[src/core/adc_seq_pkg.sv]
`default_nettype none
package adc_seq_pkg;

  // ---------------------------------------------------------------
  // Register map (byte addresses)
  // ---------------------------------------------------------------
  localparam int ADDR_W = 8;
  localparam logic [7:0] OFF_CTRL = 8'h00;
  localparam logic [7:0] OFF_RES_LO = 8'h04;
  localparam logic [7:0] OFF_RES_HI = 8'h08;
  localparam logic [7:0] OFF_SFIO = 8'h0C;
  localparam logic [7:0] OFF_INSEL = 8'h10;
  localparam logic [7:0] OFF_PSTAT = 8'h14;
  localparam logic [7:0] REG_RESET = 8'h00;

  localparam logic [1:0] RESP_OKAY = 2'h0;
  localparam logic [1:0] RESP_SLVERR = 2'h2;

  // ---------------------------------------------------------------
  // Field layouts
  // ---------------------------------------------------------------
  typedef struct packed {
    logic power_on;
    logic conversion_start;
    logic auto_trigger_enable;
    logic completion_flag;
    logic completion_irq_enable;
    logic [2:0] clock_divider_select;
  } ctrl_t;

  typedef struct packed {
    logic [1:0] ref_select;
    logic left_adjust;
    logic [4:0] channel_gain_select;
  } insel_t;

  typedef struct packed {
    logic [2:0] trigger_source_select;
    logic reserved_bit;
    logic [3:0] other_bits;
  } sfio_t;

  localparam int PSTAT_GIE_BIT = 0;

  // ---------------------------------------------------------------
  // Channel codes, trigger codes, timing
  // ---------------------------------------------------------------
  localparam logic [4:0] CH_DIFF_FIRST = 5'h08;
  localparam logic [4:0] CH_DIFF_LAST = 5'h1D;
  localparam logic [2:0] TRIG_FREE_RUN = 3'h0;
  localparam int FIRST_CONV_CYCLES = 25;
  localparam int NORMAL_CONV_CYCLES = 13;
  localparam int RESULT_W = 10;
  localparam int PRESC_W = 7;

endpackage : adc_seq_pkg
`default_nettype wire

[src/core/adc_sequencing_control.sv]
// The implementer's own choices: the AXI4-Lite slave port and the address map.
`timescale 1ns/100ps
`default_nettype none
module adc_sequencing_control
  import adc_seq_pkg::*;
#(
  parameter int FIRST_CYCLES = FIRST_CONV_CYCLES,
  parameter int NORMAL_CYCLES = NORMAL_CONV_CYCLES
) (
  input wire logic clk,
  input wire logic rst_n,
  input wire logic ce,
  input wire logic [ADDR_W-1:0] awaddr,
  input wire logic awvalid,
  output logic awready,
  input wire logic [31:0] wdata,
  input wire logic [3:0] wstrb,
  input wire logic wvalid,
  output logic wready,
  output logic [1:0] bresp,
  output logic bvalid,
  input wire logic bready,
  input wire logic [ADDR_W-1:0] araddr,
  input wire logic arvalid,
  output logic arready,
  output logic [31:0] rdata,
  output logic [1:0] rresp,
  output logic rvalid,
  input wire logic rready,
  input wire logic [7:1] trig_in,
  input wire logic [RESULT_W-1:0] sar_result,
  input wire logic irq_ack,
  output logic irq_req,
  output logic [4:0] analog_ch,
  output logic [1:0] analog_ref,
  output logic converting
);

  typedef enum logic {ST_IDLE, ST_CONV} conv_state_t;

  // ---------------------------------------------------------------
  // Functions
  // ---------------------------------------------------------------
  function automatic logic [PRESC_W-1:0] div_mask(input logic [2:0] sel);
    logic [PRESC_W-1:0] m;
    m = '0;
    case (sel)
      3'h0, 3'h1: m = 7'h01;
      3'h2: m = 7'h03;
      3'h3: m = 7'h07;
      3'h4: m = 7'h0F;
      3'h5: m = 7'h1F;
      3'h6: m = 7'h3F;
      3'h7: m = 7'h7F;
      default: m = 7'h01;
    endcase
    return m;
  endfunction : div_mask

  function automatic logic is_diff(input logic [4:0] ch);
    return (ch >= CH_DIFF_FIRST) && (ch <= CH_DIFF_LAST);
  endfunction : is_diff

  localparam logic [4:0] FIRST_LEN = 5'(FIRST_CYCLES);
  localparam logic [4:0] NORMAL_LEN = 5'(NORMAL_CYCLES);

  // ---------------------------------------------------------------
  // State
  // ---------------------------------------------------------------
  ctrl_t ctrl_q;
  insel_t insel_q;
  sfio_t sfio_q;
  logic gie_q;
  conv_state_t state_q;
  logic [4:0] cyc_q;
  logic [4:0] len_q;
  logic init_pend_q;
  logic [PRESC_W-1:0] presc_q;
  logic trig_prev_q;
  logic [RESULT_W-1:0] sar_s1_q;
  logic [RESULT_W-1:0] sar_s2_q;
  logic [RESULT_W-1:0] result_q;
  logic lock_q;
  logic [4:0] active_ch_q;
  logic [1:0] active_ref_q;

  logic aw_have_q;
  logic w_have_q;
  logic [ADDR_W-1:0] awaddr_q;
  logic [7:0] wbyte_q;
  logic wen_q;

  // ---------------------------------------------------------------
  // Bus decode
  // ---------------------------------------------------------------
  logic wr_fire;
  logic rd_fire;
  logic wr_ctrl;
  ctrl_t wctrl;
  assign wr_fire = aw_have_q && w_have_q && !bvalid;
  assign rd_fire = arvalid && arready;
  assign wr_ctrl = wr_fire && wen_q && (awaddr_q == OFF_CTRL);
  assign wctrl = ctrl_t'(wbyte_q);

  // ---------------------------------------------------------------
  // Conversion control terms
  // ---------------------------------------------------------------
  logic tick;
  logic conv_done;
  logic sel_level;
  logic sw_start;
  logic auto_start;
  logic free_run;
  logic power_rise;
  logic start_now;

  assign tick = ctrl_q.power_on && ((presc_q & div_mask(ctrl_q.clock_divider_select))
                == div_mask(ctrl_q.clock_divider_select));
  assign conv_done = (state_q == ST_CONV) && ctrl_q.power_on && tick && (cyc_q == len_q - 5'd1);

  assign sel_level = (sfio_q.trigger_source_select == TRIG_FREE_RUN) ? 1'b0 :
                     trig_in[sfio_q.trigger_source_select];
  assign free_run = ctrl_q.auto_trigger_enable && (sfio_q.trigger_source_select == TRIG_FREE_RUN);

  assign sw_start = wr_ctrl && wctrl.conversion_start && wctrl.power_on;
  assign power_rise = wr_ctrl && wctrl.power_on && !ctrl_q.power_on;

  assign auto_start = ctrl_q.auto_trigger_enable && ctrl_q.power_on && sel_level && !trig_prev_q;
  assign start_now = (state_q == ST_IDLE) && (sw_start || auto_start);

  // ---------------------------------------------------------------
  // Prescaler and trigger edge history
  // ---------------------------------------------------------------
  always_ff @(posedge clk or negedge rst_n) begin
    if (!rst_n) begin
      presc_q <= '0;
    end else if (ce) begin
      if (ctrl_q.power_on) begin
        presc_q <= presc_q + 7'd1;
      end else begin
        presc_q <= '0;
      end
    end
  end

  always_ff @(posedge clk or negedge rst_n) begin
    if (!rst_n) begin
      trig_prev_q <= 1'b0;
    end else if (ce) begin
      trig_prev_q <= sel_level;
    end
  end

  // ---------------------------------------------------------------
  // Conversion sequencer
  // ---------------------------------------------------------------
  always_ff @(posedge clk or negedge rst_n) begin
    if (!rst_n) begin
      state_q <= ST_IDLE;
      cyc_q <= '0;
      len_q <= NORMAL_LEN;
    end else if (ce) begin
      case (state_q)
        ST_IDLE: begin
          if (start_now) begin
            state_q <= ST_CONV;
            cyc_q <= '0;
            len_q <= (init_pend_q || power_rise) ? FIRST_LEN : NORMAL_LEN;
          end
        end
        ST_CONV: begin
          if (!ctrl_q.power_on) begin
            state_q <= ST_IDLE;
          end else if (conv_done) begin
            cyc_q <= '0;
            len_q <= NORMAL_LEN;
            if (!free_run) begin
              state_q <= ST_IDLE;
            end
          end else if (tick) begin
            cyc_q <= cyc_q + 5'd1;
          end
        end
        default: state_q <= ST_IDLE;
      endcase
    end
  end

  always_ff @(posedge clk or negedge rst_n) begin
    if (!rst_n) begin
      init_pend_q <= 1'b0;
    end else if (ce) begin
      if (start_now) begin
        init_pend_q <= 1'b0;
      end else if (power_rise) begin
        init_pend_q <= 1'b1;
      end
    end
  end

  always_ff @(posedge clk or negedge rst_n) begin
    if (!rst_n) begin
      converting <= 1'b0;
    end else if (ce) begin
      converting <= (state_q == ST_CONV) ? (ctrl_q.power_on && !(conv_done && !free_run))
                                         : start_now;
    end
  end

  // ---------------------------------------------------------------
  // Deferred channel and reference selection
  // ---------------------------------------------------------------
  always_ff @(posedge clk or negedge rst_n) begin
    if (!rst_n) begin
      active_ch_q <= '0;
      active_ref_q <= '0;
    end else if (ce) begin
      if (state_q == ST_IDLE || conv_done) begin
        active_ch_q <= insel_q.channel_gain_select;
        active_ref_q <= insel_q.ref_select;
      end
    end
  end

  always_ff @(posedge clk or negedge rst_n) begin
    if (!rst_n) begin
      analog_ch <= '0;
      analog_ref <= '0;
    end else if (ce) begin
      analog_ch <= active_ch_q;
      analog_ref <= active_ref_q;
    end
  end

  // ---------------------------------------------------------------
  // Result capture
  // ---------------------------------------------------------------
  always_ff @(posedge clk or negedge rst_n) begin
    if (!rst_n) begin
      sar_s1_q <= '0;
      sar_s2_q <= '0;
    end else if (ce) begin
      sar_s1_q <= sar_result;
      sar_s2_q <= sar_s1_q;
    end
  end

  always_ff @(posedge clk or negedge rst_n) begin
    if (!rst_n) begin
      result_q <= '0;
    end else if (ce) begin
      if (conv_done && !lock_q) begin
        result_q <= is_diff(active_ch_q) ? {~sar_s2_q[RESULT_W-1], sar_s2_q[RESULT_W-2:0]} : sar_s2_q;
      end
    end
  end

  always_ff @(posedge clk or negedge rst_n) begin
    if (!rst_n) begin
      lock_q <= 1'b0;
    end else if (ce) begin
      // low read locks, high read frees
      if (rd_fire && araddr == OFF_RES_HI) begin
        lock_q <= 1'b0;
      end else if (rd_fire && araddr == OFF_RES_LO) begin
        lock_q <= 1'b1;
      end
    end
  end

  // ---------------------------------------------------------------
  // Control and status registers
  // ---------------------------------------------------------------
  always_ff @(posedge clk or negedge rst_n) begin
    if (!rst_n) begin
      ctrl_q <= ctrl_t'(REG_RESET);
    end else if (ce) begin
      if (wr_ctrl) begin
        ctrl_q.power_on <= wctrl.power_on;
        ctrl_q.auto_trigger_enable <= wctrl.auto_trigger_enable;
        ctrl_q.completion_irq_enable <= wctrl.completion_irq_enable;
        ctrl_q.clock_divider_select <= wctrl.clock_divider_select;
      end
      ctrl_q.conversion_start <= 1'b0;
      if (conv_done) begin
        ctrl_q.completion_flag <= 1'b1;
      end else if (irq_ack || (wr_ctrl && wctrl.completion_flag)) begin
        ctrl_q.completion_flag <= 1'b0;
      end
    end
  end

  always_ff @(posedge clk or negedge rst_n) begin
    if (!rst_n) begin
      insel_q <= insel_t'(REG_RESET);
      sfio_q <= sfio_t'(REG_RESET);
      gie_q <= 1'b0;
    end else if (ce && wr_fire && wen_q) begin
      if (awaddr_q == OFF_INSEL) begin
        insel_q <= insel_t'(wbyte_q);
      end
      if (awaddr_q == OFF_SFIO) begin
        sfio_q.trigger_source_select <= wbyte_q[7:5];
        sfio_q.other_bits <= wbyte_q[3:0];
      end
      if (awaddr_q == OFF_PSTAT) begin
        gie_q <= wbyte_q[PSTAT_GIE_BIT];
      end
    end
  end

  always_ff @(posedge clk or negedge rst_n) begin
    if (!rst_n) begin
      irq_req <= 1'b0;
    end else if (ce) begin
      irq_req <= ctrl_q.completion_flag && ctrl_q.completion_irq_enable && gie_q && !irq_ack;
    end
  end

  // ---------------------------------------------------------------
  // AXI4-Lite write channel
  // ---------------------------------------------------------------
  always_ff @(posedge clk or negedge rst_n) begin
    if (!rst_n) begin
      aw_have_q <= 1'b0;
      awaddr_q <= '0;
      awready <= 1'b0;
    end else if (ce) begin
      if (awvalid && awready) begin
        aw_have_q <= 1'b1;
        awaddr_q <= awaddr;
        awready <= 1'b0;
      end else if (wr_fire) begin
        aw_have_q <= 1'b0;
        awready <= 1'b1;
      end else if (!aw_have_q) begin
        awready <= 1'b1;
      end
    end
  end

  always_ff @(posedge clk or negedge rst_n) begin
    if (!rst_n) begin
      w_have_q <= 1'b0;
      wbyte_q <= '0;
      wen_q <= 1'b0;
      wready <= 1'b0;
    end else if (ce) begin
      if (wvalid && wready) begin
        w_have_q <= 1'b1;
        wbyte_q <= wdata[7:0];
        wen_q <= wstrb[0];
        wready <= 1'b0;
      end else if (wr_fire) begin
        w_have_q <= 1'b0;
        wready <= 1'b1;
      end else if (!w_have_q) begin
        wready <= 1'b1;
      end
    end
  end

  always_ff @(posedge clk or negedge rst_n) begin
    if (!rst_n) begin
      bvalid <= 1'b0;
      bresp <= RESP_OKAY;
    end else if (ce) begin
      if (wr_fire) begin
        bvalid <= 1'b1;
        case (awaddr_q)
          OFF_CTRL, OFF_RES_LO, OFF_RES_HI, OFF_SFIO, OFF_INSEL, OFF_PSTAT: bresp <= RESP_OKAY;
          default: bresp <= RESP_SLVERR;
        endcase
      end else if (bready) begin
        bvalid <= 1'b0;
      end
    end
  end

  // ---------------------------------------------------------------
  // AXI4-Lite read channel
  // ---------------------------------------------------------------
  logic [7:0] rd_byte;
  logic rd_ok;
  ctrl_t ctrl_view;
  always_comb begin
    ctrl_view = ctrl_q;
    ctrl_view.conversion_start = converting;
    rd_byte = '0;
    rd_ok = 1'b1;
    case (araddr)
      OFF_CTRL: rd_byte = ctrl_view;
      OFF_RES_LO: rd_byte = insel_q.left_adjust ? {result_q[1:0], 6'h00} : result_q[7:0];
      OFF_RES_HI: rd_byte = insel_q.left_adjust ? result_q[9:2] : {6'h00, result_q[9:8]};
      OFF_SFIO: rd_byte = {sfio_q.trigger_source_select, 1'b0, sfio_q.other_bits};
      OFF_INSEL: rd_byte = insel_q;
      OFF_PSTAT: rd_byte = {7'h00, gie_q};
      default: rd_ok = 1'b0;
    endcase
  end

  always_ff @(posedge clk or negedge rst_n) begin
    if (!rst_n) begin
      arready <= 1'b0;
      rvalid <= 1'b0;
      rdata <= '0;
      rresp <= RESP_OKAY;
    end else if (ce) begin
      if (rd_fire) begin
        arready <= 1'b0;
        rvalid <= 1'b1;
        rdata <= {24'h00_0000, rd_byte};
        rresp <= rd_ok ? RESP_OKAY : RESP_SLVERR;
      end else if (rvalid && rready) begin
        rvalid <= 1'b0;
        arready <= 1'b1;
      end else if (!rvalid) begin
        arready <= 1'b1;
      end
    end
  end

endmodule : adc_sequencing_control
`default_nettype wire

[config.mk]
export PLATFORM = sky130hd
export DESIGN_NAME = adc_sequencing_control
export DESIGN_NICKNAME = d
export VERILOG_FILES = /design/src/core/adc_seq_pkg.sv /design/src/core/adc_sequencing_control.sv
export SDC_FILE = /design/constraint.sdc
export NUM_CORES = 1
export LEC_CHECK = 0
export BUFFER_PORTS_ARGS = -buffer_cell sky130_fd_sc_hd__buf_2
export CAP_MARGIN = 5
export CORE_AREA = 2 2 106 108
export DETAILED_ROUTE_END_ITERATION = 6
export DIE_AREA = 0 0 108 110
export PLACE_DENSITY = 0.79
export SYNTH_ARGS = -nofsm -noshare
export SYNTH_HDL_FRONTEND = slang
export SYNTH_SLANG_ARGS = --single-unit
[constraint.sdc]
create_clock -name clk -period 3.49 [get_ports clk]
set_input_delay 0.1745 -clock clk [delete_from_list [all_inputs] [get_ports clk]]
set_output_delay 0.1745 -clock clk [all_outputs]
set_load 0.1 [all_outputs]
== Yosys cells after proc, flatten, opt, wreduce, memory -nomap -nowiden ==
Memories as Yosys holds them, arrays and structs flattened.
Cells that the tools add are included.

* Bits in registers: 126
* Bits in read-only memories: 96
* Memories kept: 2

* $lt $le $gt $ge: 3
* Equality and inequality tests: 19
* Bitwise logic cells: 3
* Multiplexer cells: 49
* $add $sub $neg: 3
* Reductions and logical operators: 78

{| class="wikitable"
|+ Memories
! name !! words !! bits a word !! read ports !! clocked after Yosys merged registers in !! write ports !! line !! text
|-
| (no name shown) || 8 || 6 || 1 || 0 || 0 || adc_sequencing_control.sv:47 || <nowiki>case (sel)</nowiki>
|-
| (no name shown) || 8 || 6 || 1 || 0 || 0 || adc_sequencing_control.sv:47 ||
|}

{| class="wikitable"
|+ Operators with widths
! operator !! number
|-
| $pmux W8 S6 || 1
|-
| $mux W5 || 8
|-
| $reduce_and A2 Y1 || 20
|-
| $logic_and A1 B1 Y1 || 33
|-
| $eq A8 B4 Y1 const B || 4
|-
| $eq A8 B5 Y1 const B || 4
|-
| $mux W1 || 30
|-
| $pmux W5 S2 || 2
|-
| $eq A8 B3 Y1 const B || 2
|-
| $logic_not A8 Y1 || 2
|-
| $mux W8 || 2
|-
| $reduce_bool A2 Y1 || 7
|-
| $ne A3 B1 Y1 const B || 4
|-
| $reduce_or A6 Y1 || 2
|-
| $mux W10 || 1
|-
| $reduce_and A4 Y1 || 2
|-
| $add A7 B1 Y7 const B || 1
|-
| $and A7 B7 Y7 || 1
|-
| $eq A7 B7 Y1 || 1
|-
| $logic_not A1 Y1 || 7
|-
| $mux W7 || 1
|-
| $add A5 B1 Y5 const B || 1
|-
| $eq A5 B5 Y1 || 1
|-
| $ge A5 B4 Y1 const B || 1
|-
| other kinds (11) || 17
|}

== Longest topological paths before layout ==
Gate-level depths: netlist of run 1.

* Depth in word-level cells: 10
* Mapped depth: 7
* Mapped depth without buffers: 6

== Worst setup path before layout of run 1 ==
OpenSTA, ideal clock, no wires.

* Path type: reg2reg
* Start point: register state_q
* End point: register active_ch_q[0]
* Setup slack: 0.863 ns
* Data arrival time: 2.502 ns
* Path buffers: 1
* Library setup time: 0.125 ns
* Cell stages (with the launch flop): 7
* Cells stage by stage: dfrtp_1 buf_2 nand3_1 a211oi_1 nand4_1 a21oi_2 mux2_2

* Cells in the longest elaborated chain, start to end: 5

{| class="wikitable"
|+ Ends and longest elaborated chain
! element !! line !! text
|-
| start, declared || adc_sequencing_control.sv:74 || <nowiki>conv_state_t state_q;</nowiki>
|-
| start signal, assigned || adc_sequencing_control.sv:159 || <nowiki>state_q <= ST_IDLE;</nowiki>
|-
| start signal, assigned || adc_sequencing_control.sv:166 || <nowiki>state_q <= ST_CONV;</nowiki>
|-
| start signal, assigned || adc_sequencing_control.sv:173 || <nowiki>state_q <= ST_IDLE;</nowiki>
|-
| $logic_and A1 B1 Y1 (3 in series) || adc_sequencing_control.sv:119 || <nowiki>assign conv_done = (state_q == ST_CONV) && ctrl_q.power_on && tick && (cyc_q == len_q - 5'd1);</nowiki>
|-
| $logic_or A1 B1 Y1 (*) || adc_sequencing_control.sv:218 || <nowiki>if (state_q == ST_IDLE || conv_done) begin</nowiki>
|-
| $reduce_and A2 Y1 (no line) (*) || - ||
|-
| end signal, assigned || adc_sequencing_control.sv:219 || <nowiki>active_ch_q <= insel_q.channel_gain_select;</nowiki>
|-
| end, declared || adc_sequencing_control.sv:84 || <nowiki>logic [4:0] active_ch_q;</nowiki>
|}

Mark *: on every way between the ends. The rest lies on a longest branch, timed or not.
A chain may end at the register's enable or synchronous reset.

== Final worst setup path of run 1 ==
* Start point: register awaddr_q[5]
* End point: register insel_q[1] (netlist bit)

* Cells in the longest elaborated chain, start to end: 2

{| class="wikitable"
|+ Ends and longest elaborated chain
! element !! line !! text
|-
| start, declared || adc_sequencing_control.sv:89 || <nowiki>logic [ADDR_W-1:0] awaddr_q;</nowiki>
|-
| start signal, assigned || adc_sequencing_control.sv:331 || <nowiki>awaddr_q <= awaddr;</nowiki>
|-
| $eq A8 B5 Y1 || adc_sequencing_control.sv:299 || <nowiki>if (awaddr_q == OFF_INSEL) begin</nowiki>
|-
| $reduce_and A2 Y1 (no line) || - ||
|-
| end signal, assigned || adc_sequencing_control.sv:295 || <nowiki>insel_q <= insel_t'(REG_RESET);</nowiki>
|-
| end signal, assigned || adc_sequencing_control.sv:300 || <nowiki>insel_q <= insel_t'(wbyte_q);</nowiki>
|-
| end, declared || adc_sequencing_control.sv:71 || <nowiki>insel_t insel_q;</nowiki>
|}

Every way passes these cells.

==> results of run 1 <==
==> per-stage QoR <==
step / setup WS (ns) / hold WS [ns]
finish: 1.125 / 0.07478
global route: 0.9436 / 0.08707
CTS: 1.113 / 0.05188
detailed placement: 1.015 / 0.2928
global placement: 1.135 / 0.2859
floorplan: 0.8630 / -0.1211
==> flip-flops by register name, summed over array words and instances, names as in the netlist, 2 cells and up <==
name          count
sar_s2_q         10
len_q             2
sar_s1_q         10
presc_q           7
rdata             8
sfio_q            7
result_q         10
ctrl_q            7
cyc_q             5
analog_ref        2
wbyte_q           8
active_ch_q       5
active_ref_q      2
insel_q           8
awaddr_q          8
analog_ch         5
==> worst max-delay path by stage <==
stage,start,endpoint
floorplan,state_q,active_ch_q[0]
global placement,ce,insel_q[4]
detailed placement,ce,insel_q[7]
CTS,awaddr_q[0],insel_q[1]
global route,awaddr_q[5],insel_q[1]
finish,awaddr_q[5],insel_q[1]
==> power by group through the flow <==
stage / Sequential, uW / Combinational (uW) / Clock [uW]
2_1_floorplan: 2320 / 505 / 0
3_3_place_gp: 1870 / 1160 / 0
3_5_place_dp: 1890 / 1190 / 0
4_1_cts: 1870 / 1220 / 1880
5_1_grt: 1910 / 1290 / 1950
6_report: 1880 / 1220 / 1860
==> cells in the final DEF (no fill, tap or decap), drive strengths merged, types with 7 or more instances in the layout <==
cell type / count
dfrtp: 119
mux2: 85
buf: 77
nand2: 39
dlygate4sd3: 33
conb: 26
nor2: 22
clkbuf: 19
nand3: 18
o21ai: 18
inv: 14
a21oi: 13
mux2i: 12
nand4: 9
a31oi: 8
nor2b: 7
o211ai: 7
==> layer usage <==
metal  part of all wire  global-route usage  up-vias
met5                  0                   0        -
met4              0.023             0.09158        0
met3              0.069             0.06114       30
met2               0.49              0.3814      228
met1               0.42              0.2961     2139
li1                   -                   -     1928
==> cell type report <==
cell class                      count  area (sq um)
Clock inverter                     12         200.2
Sequential cell                   120          3004
Timing Repair Buffer              110         725.7
Clock buffer                       19         431.7
Inverter                           14         52.55
Multi-Input combinational cell    330          2470
Fill cell                         777          3638
Tap cell                          140         175.2
==> logic make-up (layout without fill, tap and decap cells) <==
kind of cell	Yosys count	after routing	synth area share
DFF	120	120	0.5248
buffers and inverters	60	155	0.06011
and+or+nand+nor	128	128	0.1235
xor gates and xnor gates	3	3	0.004591
other	1	26	0.0006551
adders and majority gates	3	3	0.006558
AOI/OAI and AO/OA	72	72	0.08700
muxes	98	98	0.1928
==> tightest hold or removal path: stages <==
cell     delay, ns
buf_2         0.10
nor3_2        0.10
nand4_1       0.10
a31oi_1       0.07
==> results.sh, run 1 <==
export IMPL_critPathRequiredTime_ns=3.89
export IMPL_total_leakage_power_uw=0.003288
export IMPL_worstPathCellList="nor4_1 > nand3b_1 > nor4b_4 > mux2_2"
export IMPL_final_nets=674
export IMPL_final_design_instance_area_without_fill_sq_um=7059
export IMPL_yosys_top_cells_area="dfrtp_1, mux2_2, buf_4"
export IMPL_yosys_top_cell_area_share=0.5202
export IMPL_post_synth_inst_count=485
export IMPL_layout_stage_area_growth_over_the_synthesis_result_pct=23.32
export IMPL_maximum_number_of_pins_on_one_net_before_global_route_repair=63
export IMPL_ios=128
export IMPL_timing_hold_worst_endpoint="rdata[1]"
export IMPL_arr_time_crit_path_ns=2.77
export IMPL_first_global_vias=4270
export IMPL_antenna_violating_nets_post_route=0
export IMPL_logic_pwr_share=0.246
export IMPL_max_slew_worst_pin_slew_ns=0.7436
export IMPL_rr_worst_depth=4
export IMPL_initial_utilization=0.5351
export IMPL_ys_ff_latch=120
export IMPL_fin_total_pwr_uw=4954
export IMPL_status="completed"
export IMPL_wirelength_microns=12840
export IMPL_cts_max_level=4
export IMPL_finalSetupTns_ns=0
export IMPL_report_final_hold_viol_count=0
export IMPL_max_vdd_ir_drop_mv=0.4916
export IMPL_post_synthesis_sequential_area_ratio=0.5248
export IMPL_cts_resized_gates=0
export IMPL_fp_row_count=38
export IMPL_yosys_warnings=0
export IMPL_switching_share=0.3547
export IMPL_post_synth_top_area_cell="dfrtp_1"
export IMPL_ff_to_ff_start="awaddr_q[5]"
export IMPL_timing_max_slew_rel_slack=0.5005
export IMPL_path_delay_family="simple AND/OR/NAND/NOR gates"
export IMPL_post_drt_via_cell_ratio=5.805
export IMPL_p_per_area_nw_per_um2=701.7
export IMPL_cts_sinks=120
export IMPL_final_setup_viol_count=0
export IMPL_worstPathBufferInverterCount=0
export IMPL_min_period_ns=2.365
export IMPL_min_delay_path_depth=4
export IMPL_clock_buffer_count_from_cts=17
export IMPL_share_clk_of_total_power=0.376
export IMPL_share_of_post_route_cells_with_drive_strength_above_1=0.3421
export IMPL_drc_errors=0
export IMPL_cp_depth=4
export IMPL_post_synth_top_count_cell="dfrtp_1"
export IMPL_die_width_microns=108
export IMPL_synth_common_cells="dfrtp_1, mux2_2, nand2_1, buf_4, nor2_1"
export IMPL_timing_setup_critical_path_class="reg2reg"
export IMPL_synth_main_ff_cell="dfrtp_1"
export IMPL_power_switching_uw=1757
export IMPL_cts_setup_buffers=0
export IMPL_worst_hold_path_type="in2reg"
export IMPL_rsz0062_at_grt="no"
export IMPL_drv_cap=0
export IMPL_grt_pass1_wl_microns=21070
export IMPL_grtUsageTotal=0.2321
export IMPL_design_core_area_sq_um=10700
export IMPL_r2r_slack_ns=1.13
export IMPL_detailedRoute_firstIterationViolations=322
export IMPL_synth_cell_area_sq_um=5724
export IMPL_maxSlewViolCount=0
export IMPL_numPortBuffers=74
export IMPL_wl_per_cell_microns=17.23
export IMPL_place_detailed_instances=681
export IMPL_synth_enable_flop_cells=0
export IMPL_crit_slowest_cell="nor4b_4"
export IMPL_setup_worst_path_end_class="register"
export IMPL_total_die_area_sq_um=11880
export IMPL_worst_setup_hold_path_clk_slew_ns=0.06
export IMPL_overflow=0
export IMPL_p_int_uw=3197
export IMPL_async_reset_ff_frac=1.000
export IMPL_timing_critical_path_fanout_max=9
export IMPL_synth_cell_types=56
export IMPL_clock_root_buffer="clkbuf_8"
export IMPL_fin_worst_skew_ns=0.01574
export IMPL_drt_pass1_iter_count=5
export IMPL_layout_core_utilization=0.6599
export IMPL_r2r_end="insel_q[1]"
export IMPL_power_share_sequential=0.379
export IMPL_cts_tree="yes"
export IMPL_crit_path_max_incr_delay_ns=0.64
export IMPL_hpwl_microns=8592
export IMPL_grt_antenna_before_repair=0
export IMPL_globalplace_congestion=0.9033
export IMPL_vias=4325
export IMPL_antenna_diode_count=0
export IMPL_post_synth_cell_area_avg_sq_um=11.80
export IMPL_hold_buffer_count_at_cts=33
export IMPL_dpl_cell_area_sq_um=6097
export IMPL_chipHeight_microns=110
export IMPL_timing_hold_worst_start="araddr[5]"
export IMPL_worstSkewPairLatency_ns=0.52
export IMPL_worst_setup_path_start_kind="register"
export IMPL_cts_buffer_depth=2
export IMPL_finalNonFillerCells=745
export IMPL_fmax_mhz=422.9
export IMPL_post_route_period_util=0.6775
Note: power is estimated with default switching activity, not from simulation.
==> run 2: changes to the inputs <==
ABC_AREA = 1   (was unset)
CORE_AREA = 2 2 113 115   (was 2 2 106 108)
DIE_AREA = 0 0 115 117   (was 0 0 108 110)
PLACE_DENSITY = 0.74   (was 0.79)
clock period = 2.1 ns   (was 3.49 ns; I/O delays follow)
==> run 2 against run 1 <==
Net effect:
- clock power up 59%
- sequential cell count unchanged
- cell area up 1.3%
- clock skew down 0.0061 ns
- wire length up 7.3%
- final cell count up 32%
==> results.sh, run 2 <==
export IMPL_status="completed"
export IMPL_antenna_diode_count=0
export IMPL_timing_setup_critical_path_class="reg2reg"
export IMPL_globalplace_congestion=0.8842
export IMPL_finalSetupTns_ns=0
export IMPL_maximum_number_of_pins_on_one_net_before_global_route_repair=53
export IMPL_leading_cell_type_in_the_layout_fill_and_taps_excluded="nand2_1"
export IMPL_max_slew_worst_pin_slew_ns=0.7222
export IMPL_clock_root_buffer="clkbuf_16"
export IMPL_timing_max_slew_rel_slack=0.5172
export IMPL_synth_cell_types=43
export IMPL_synth_main_ff_cell="dfrtp_1"
export IMPL_wl_per_cell_microns=14.00
export IMPL_place_detailed_instances=924
export IMPL_fmax_mhz=607.9
export IMPL_cts_tree="yes"
export IMPL_total_leakage_power_uw=0.003669
export IMPL_drc_errors=0
export IMPL_drv_cap=0
export IMPL_report_final_hold_viol_count=0
export IMPL_power_switching_uw=2640
export IMPL_post_route_period_util=0.7834
export IMPL_worst_hold_path_type="in2reg"
export IMPL_cts_max_level=4
export IMPL_synth_cell_area_sq_um=5826
export IMPL_p_per_area_nw_per_um2=1068
export IMPL_dpl_cell_area_sq_um=6261
export IMPL_fillers=1100
export IMPL_rsz0062_at_grt="no"
export IMPL_min_period_ns=1.645
export IMPL_ys_ff_latch=120
export IMPL_die_width_microns=115
export IMPL_synth_enable_flop_cells=0
export IMPL_first_global_vias=4769
export IMPL_wirelength_microns=13780
export IMPL_share_clk_of_total_power=0.386
export IMPL_clock_buffer_count_from_cts=17
export IMPL_hold_worst_slack_ns=0.01039
export IMPL_layout_stage_area_growth_over_the_synthesis_result_pct=22.70
export IMPL_worst_setup_path_start_kind="register"
export IMPL_max_vdd_ir_drop_mv=0.9922
export IMPL_async_reset_ff_frac=1.000
export IMPL_total_die_area_sq_um=13460
export IMPL_share_of_post_route_cells_with_drive_strength_above_1=0.1799
export IMPL_reg_largest_list="result_q (10), sar_s1_q (10), sar_s2_q (10)"
export IMPL_numPortBuffers=74
export IMPL_timing_critical_path_fanout_max=8
export IMPL_logic_pwr_share=0.236
export IMPL_power_share_sequential=0.378
export IMPL_chipHeight_microns=117
export IMPL_grt_antenna_before_repair=0
export IMPL_antenna_violating_nets_post_route=0
export IMPL_post_synth_top_count_cell="nand2_1"
export IMPL_initial_utilization=0.4732
export IMPL_detailedRoute_firstIterationViolations=414
export IMPL_fin_worst_skew_ns=0.009624
export IMPL_grt_pass1_wl_microns=22550
export IMPL_top_library_cells_by_usage_in_the_layout_fill_and_taps_aside="nand2_1, dfrtp_1, buf_2"
export IMPL_yosys_top_cell_area_share=0.5112
export IMPL_cts_setup_buffers=0
export IMPL_worstSkewPairLatency_ns=0.42
export IMPL_post_synthesis_sequential_area_ratio=0.5157
export IMPL_hpwl_microns=9384
export IMPL_grtUsageTotal=0.2184
export IMPL_overflow=0
export IMPL_final_setup_viol_count=0
export IMPL_yosys_warnings=0
export IMPL_drt_pass1_iter_count=5
export IMPL_arr_time_crit_path_ns=1.99
export IMPL_cts_buffer_depth=2
export IMPL_setup_worst_path_end_class="register"
export IMPL_design_core_area_sq_um=12310
export IMPL_maxSlewViolCount=0
export IMPL_cts_sinks=120
export IMPL_vias=4950
export IMPL_yosys_top_cells_area="dfrtp_1, nand2_1, inv_1"
export IMPL_post_synth_cell_area_avg_sq_um=8.159
export IMPL_post_synth_top_area_cell="dfrtp_1"
export IMPL_critPathRequiredTime_ns=2.45
export IMPL_final_design_instance_area_without_fill_sq_um=7148
export IMPL_switching_share=0.3456
export IMPL_fp_row_count=41
export IMPL_final_nets=903
export IMPL_ios=128
export IMPL_finalNonFillerCells=984
export IMPL_synth_common_cells="nand2_1, dfrtp_1, inv_1, nand3_1, nor2_1"
export IMPL_worst_setup_hold_path_clk_slew_ns=0.05
export IMPL_layout_core_utilization=0.5806
export IMPL_post_synth_inst_count=714
export IMPL_post_drt_via_cell_ratio=5.030
export IMPL_p_int_uw=4998
run 2: power by group through the flow:
stage / clock network (uW) / registers [uW] / logic [uW]
floorplan: 0 / 3470 / 827
global placement: 0 / 2900 / 1730
detailed placement: 0 / 2920 / 1760
CTS: 2970 / 2880 / 1810
global route: 3090 / 2930 / 1970
finish: 2950 / 2890 / 1800
run 2: metrics by stage:
stage	power, uW	setup slack [ns]
after floorplan	4294	0.1936
after global placement	4635	0.5063
after detailed placement	4673	0.4917
after CTS	7655	0.4655
after global routing	7980	0.2329
final	7638	0.4550
run 2: area by class of cell:
cell class | instances | area (sq um) | share of cell area
repair buffers | 111 | 735.7 | 0.1029
flip-flops and latches | 120 | 3005 | 0.4204
well taps | 150 | 187.7 | 0.02626
multi-input cells | 496 | 2337 | 0.3270
clock inverters | 9 | 122.6 | 0.01715
clock buffers | 22 | 474.2 | 0.06634
inverters | 76 | 285.3 | 0.03991
run 2: metal layers:
metal,track usage,wire length [microns],vias to the layer above,part of all wire
met4,0.08514,265,0,0.019
met3,0.04531,580,26,0.042
met1,0.2672,5977,2328,0.43
li1,-,-,2444,-
met5,0,0,-,0
met2,0.3816,6953,152,0.50
run 2: worst max-delay path: stages (launching register included):
cell	delay, ns
dfrtp_1	0.51
inv_1	0.20
nor3_1	0.20
nand3_1	0.14
nand2_1	0.11
nand2_1	0.08
nand2_1	0.17
nand3_1	0.09
nand2_1	0.07
run 2: worst paths after layout:
kind | end | cells past startpoint | start | slack (ns)
max | cyc_q[1] | 8 | ctrl_q[7] | 0.45
min | arready | 3 | rready | 0.01
max reg2reg | cyc_q[1] | 8 | ctrl_q[7] | 0.45
min reg2reg | analog_ch[2] | 2 | analog_ch[2] | 0.47
max in group asynchronous | sar_s2_q[4] | 3 | rst_n | 1.20
min in group asynchronous | rresp[1] | 2 | rst_n | 0.23
run 2: logic make-up after synthesis:
family                   after synthesis  synth area share
AO/OA/AOI/OAI                        105            0.1005
XOR/XNOR                               5          0.007517
adder cells (fa/ha/maj)                3          0.006444
buffers and inverters                123           0.09923
flip-flops                           120            0.5157
multiplexers                           6           0.01138
other                                  1         0.0006437
AND/OR/NAND/NOR                      351            0.2586
run 2: timing repair:
action / in CTS / in global routing
hold buffers: 29 / 0
hold endpoints to repair: 66 / 0
resized for setup: 0 / 0
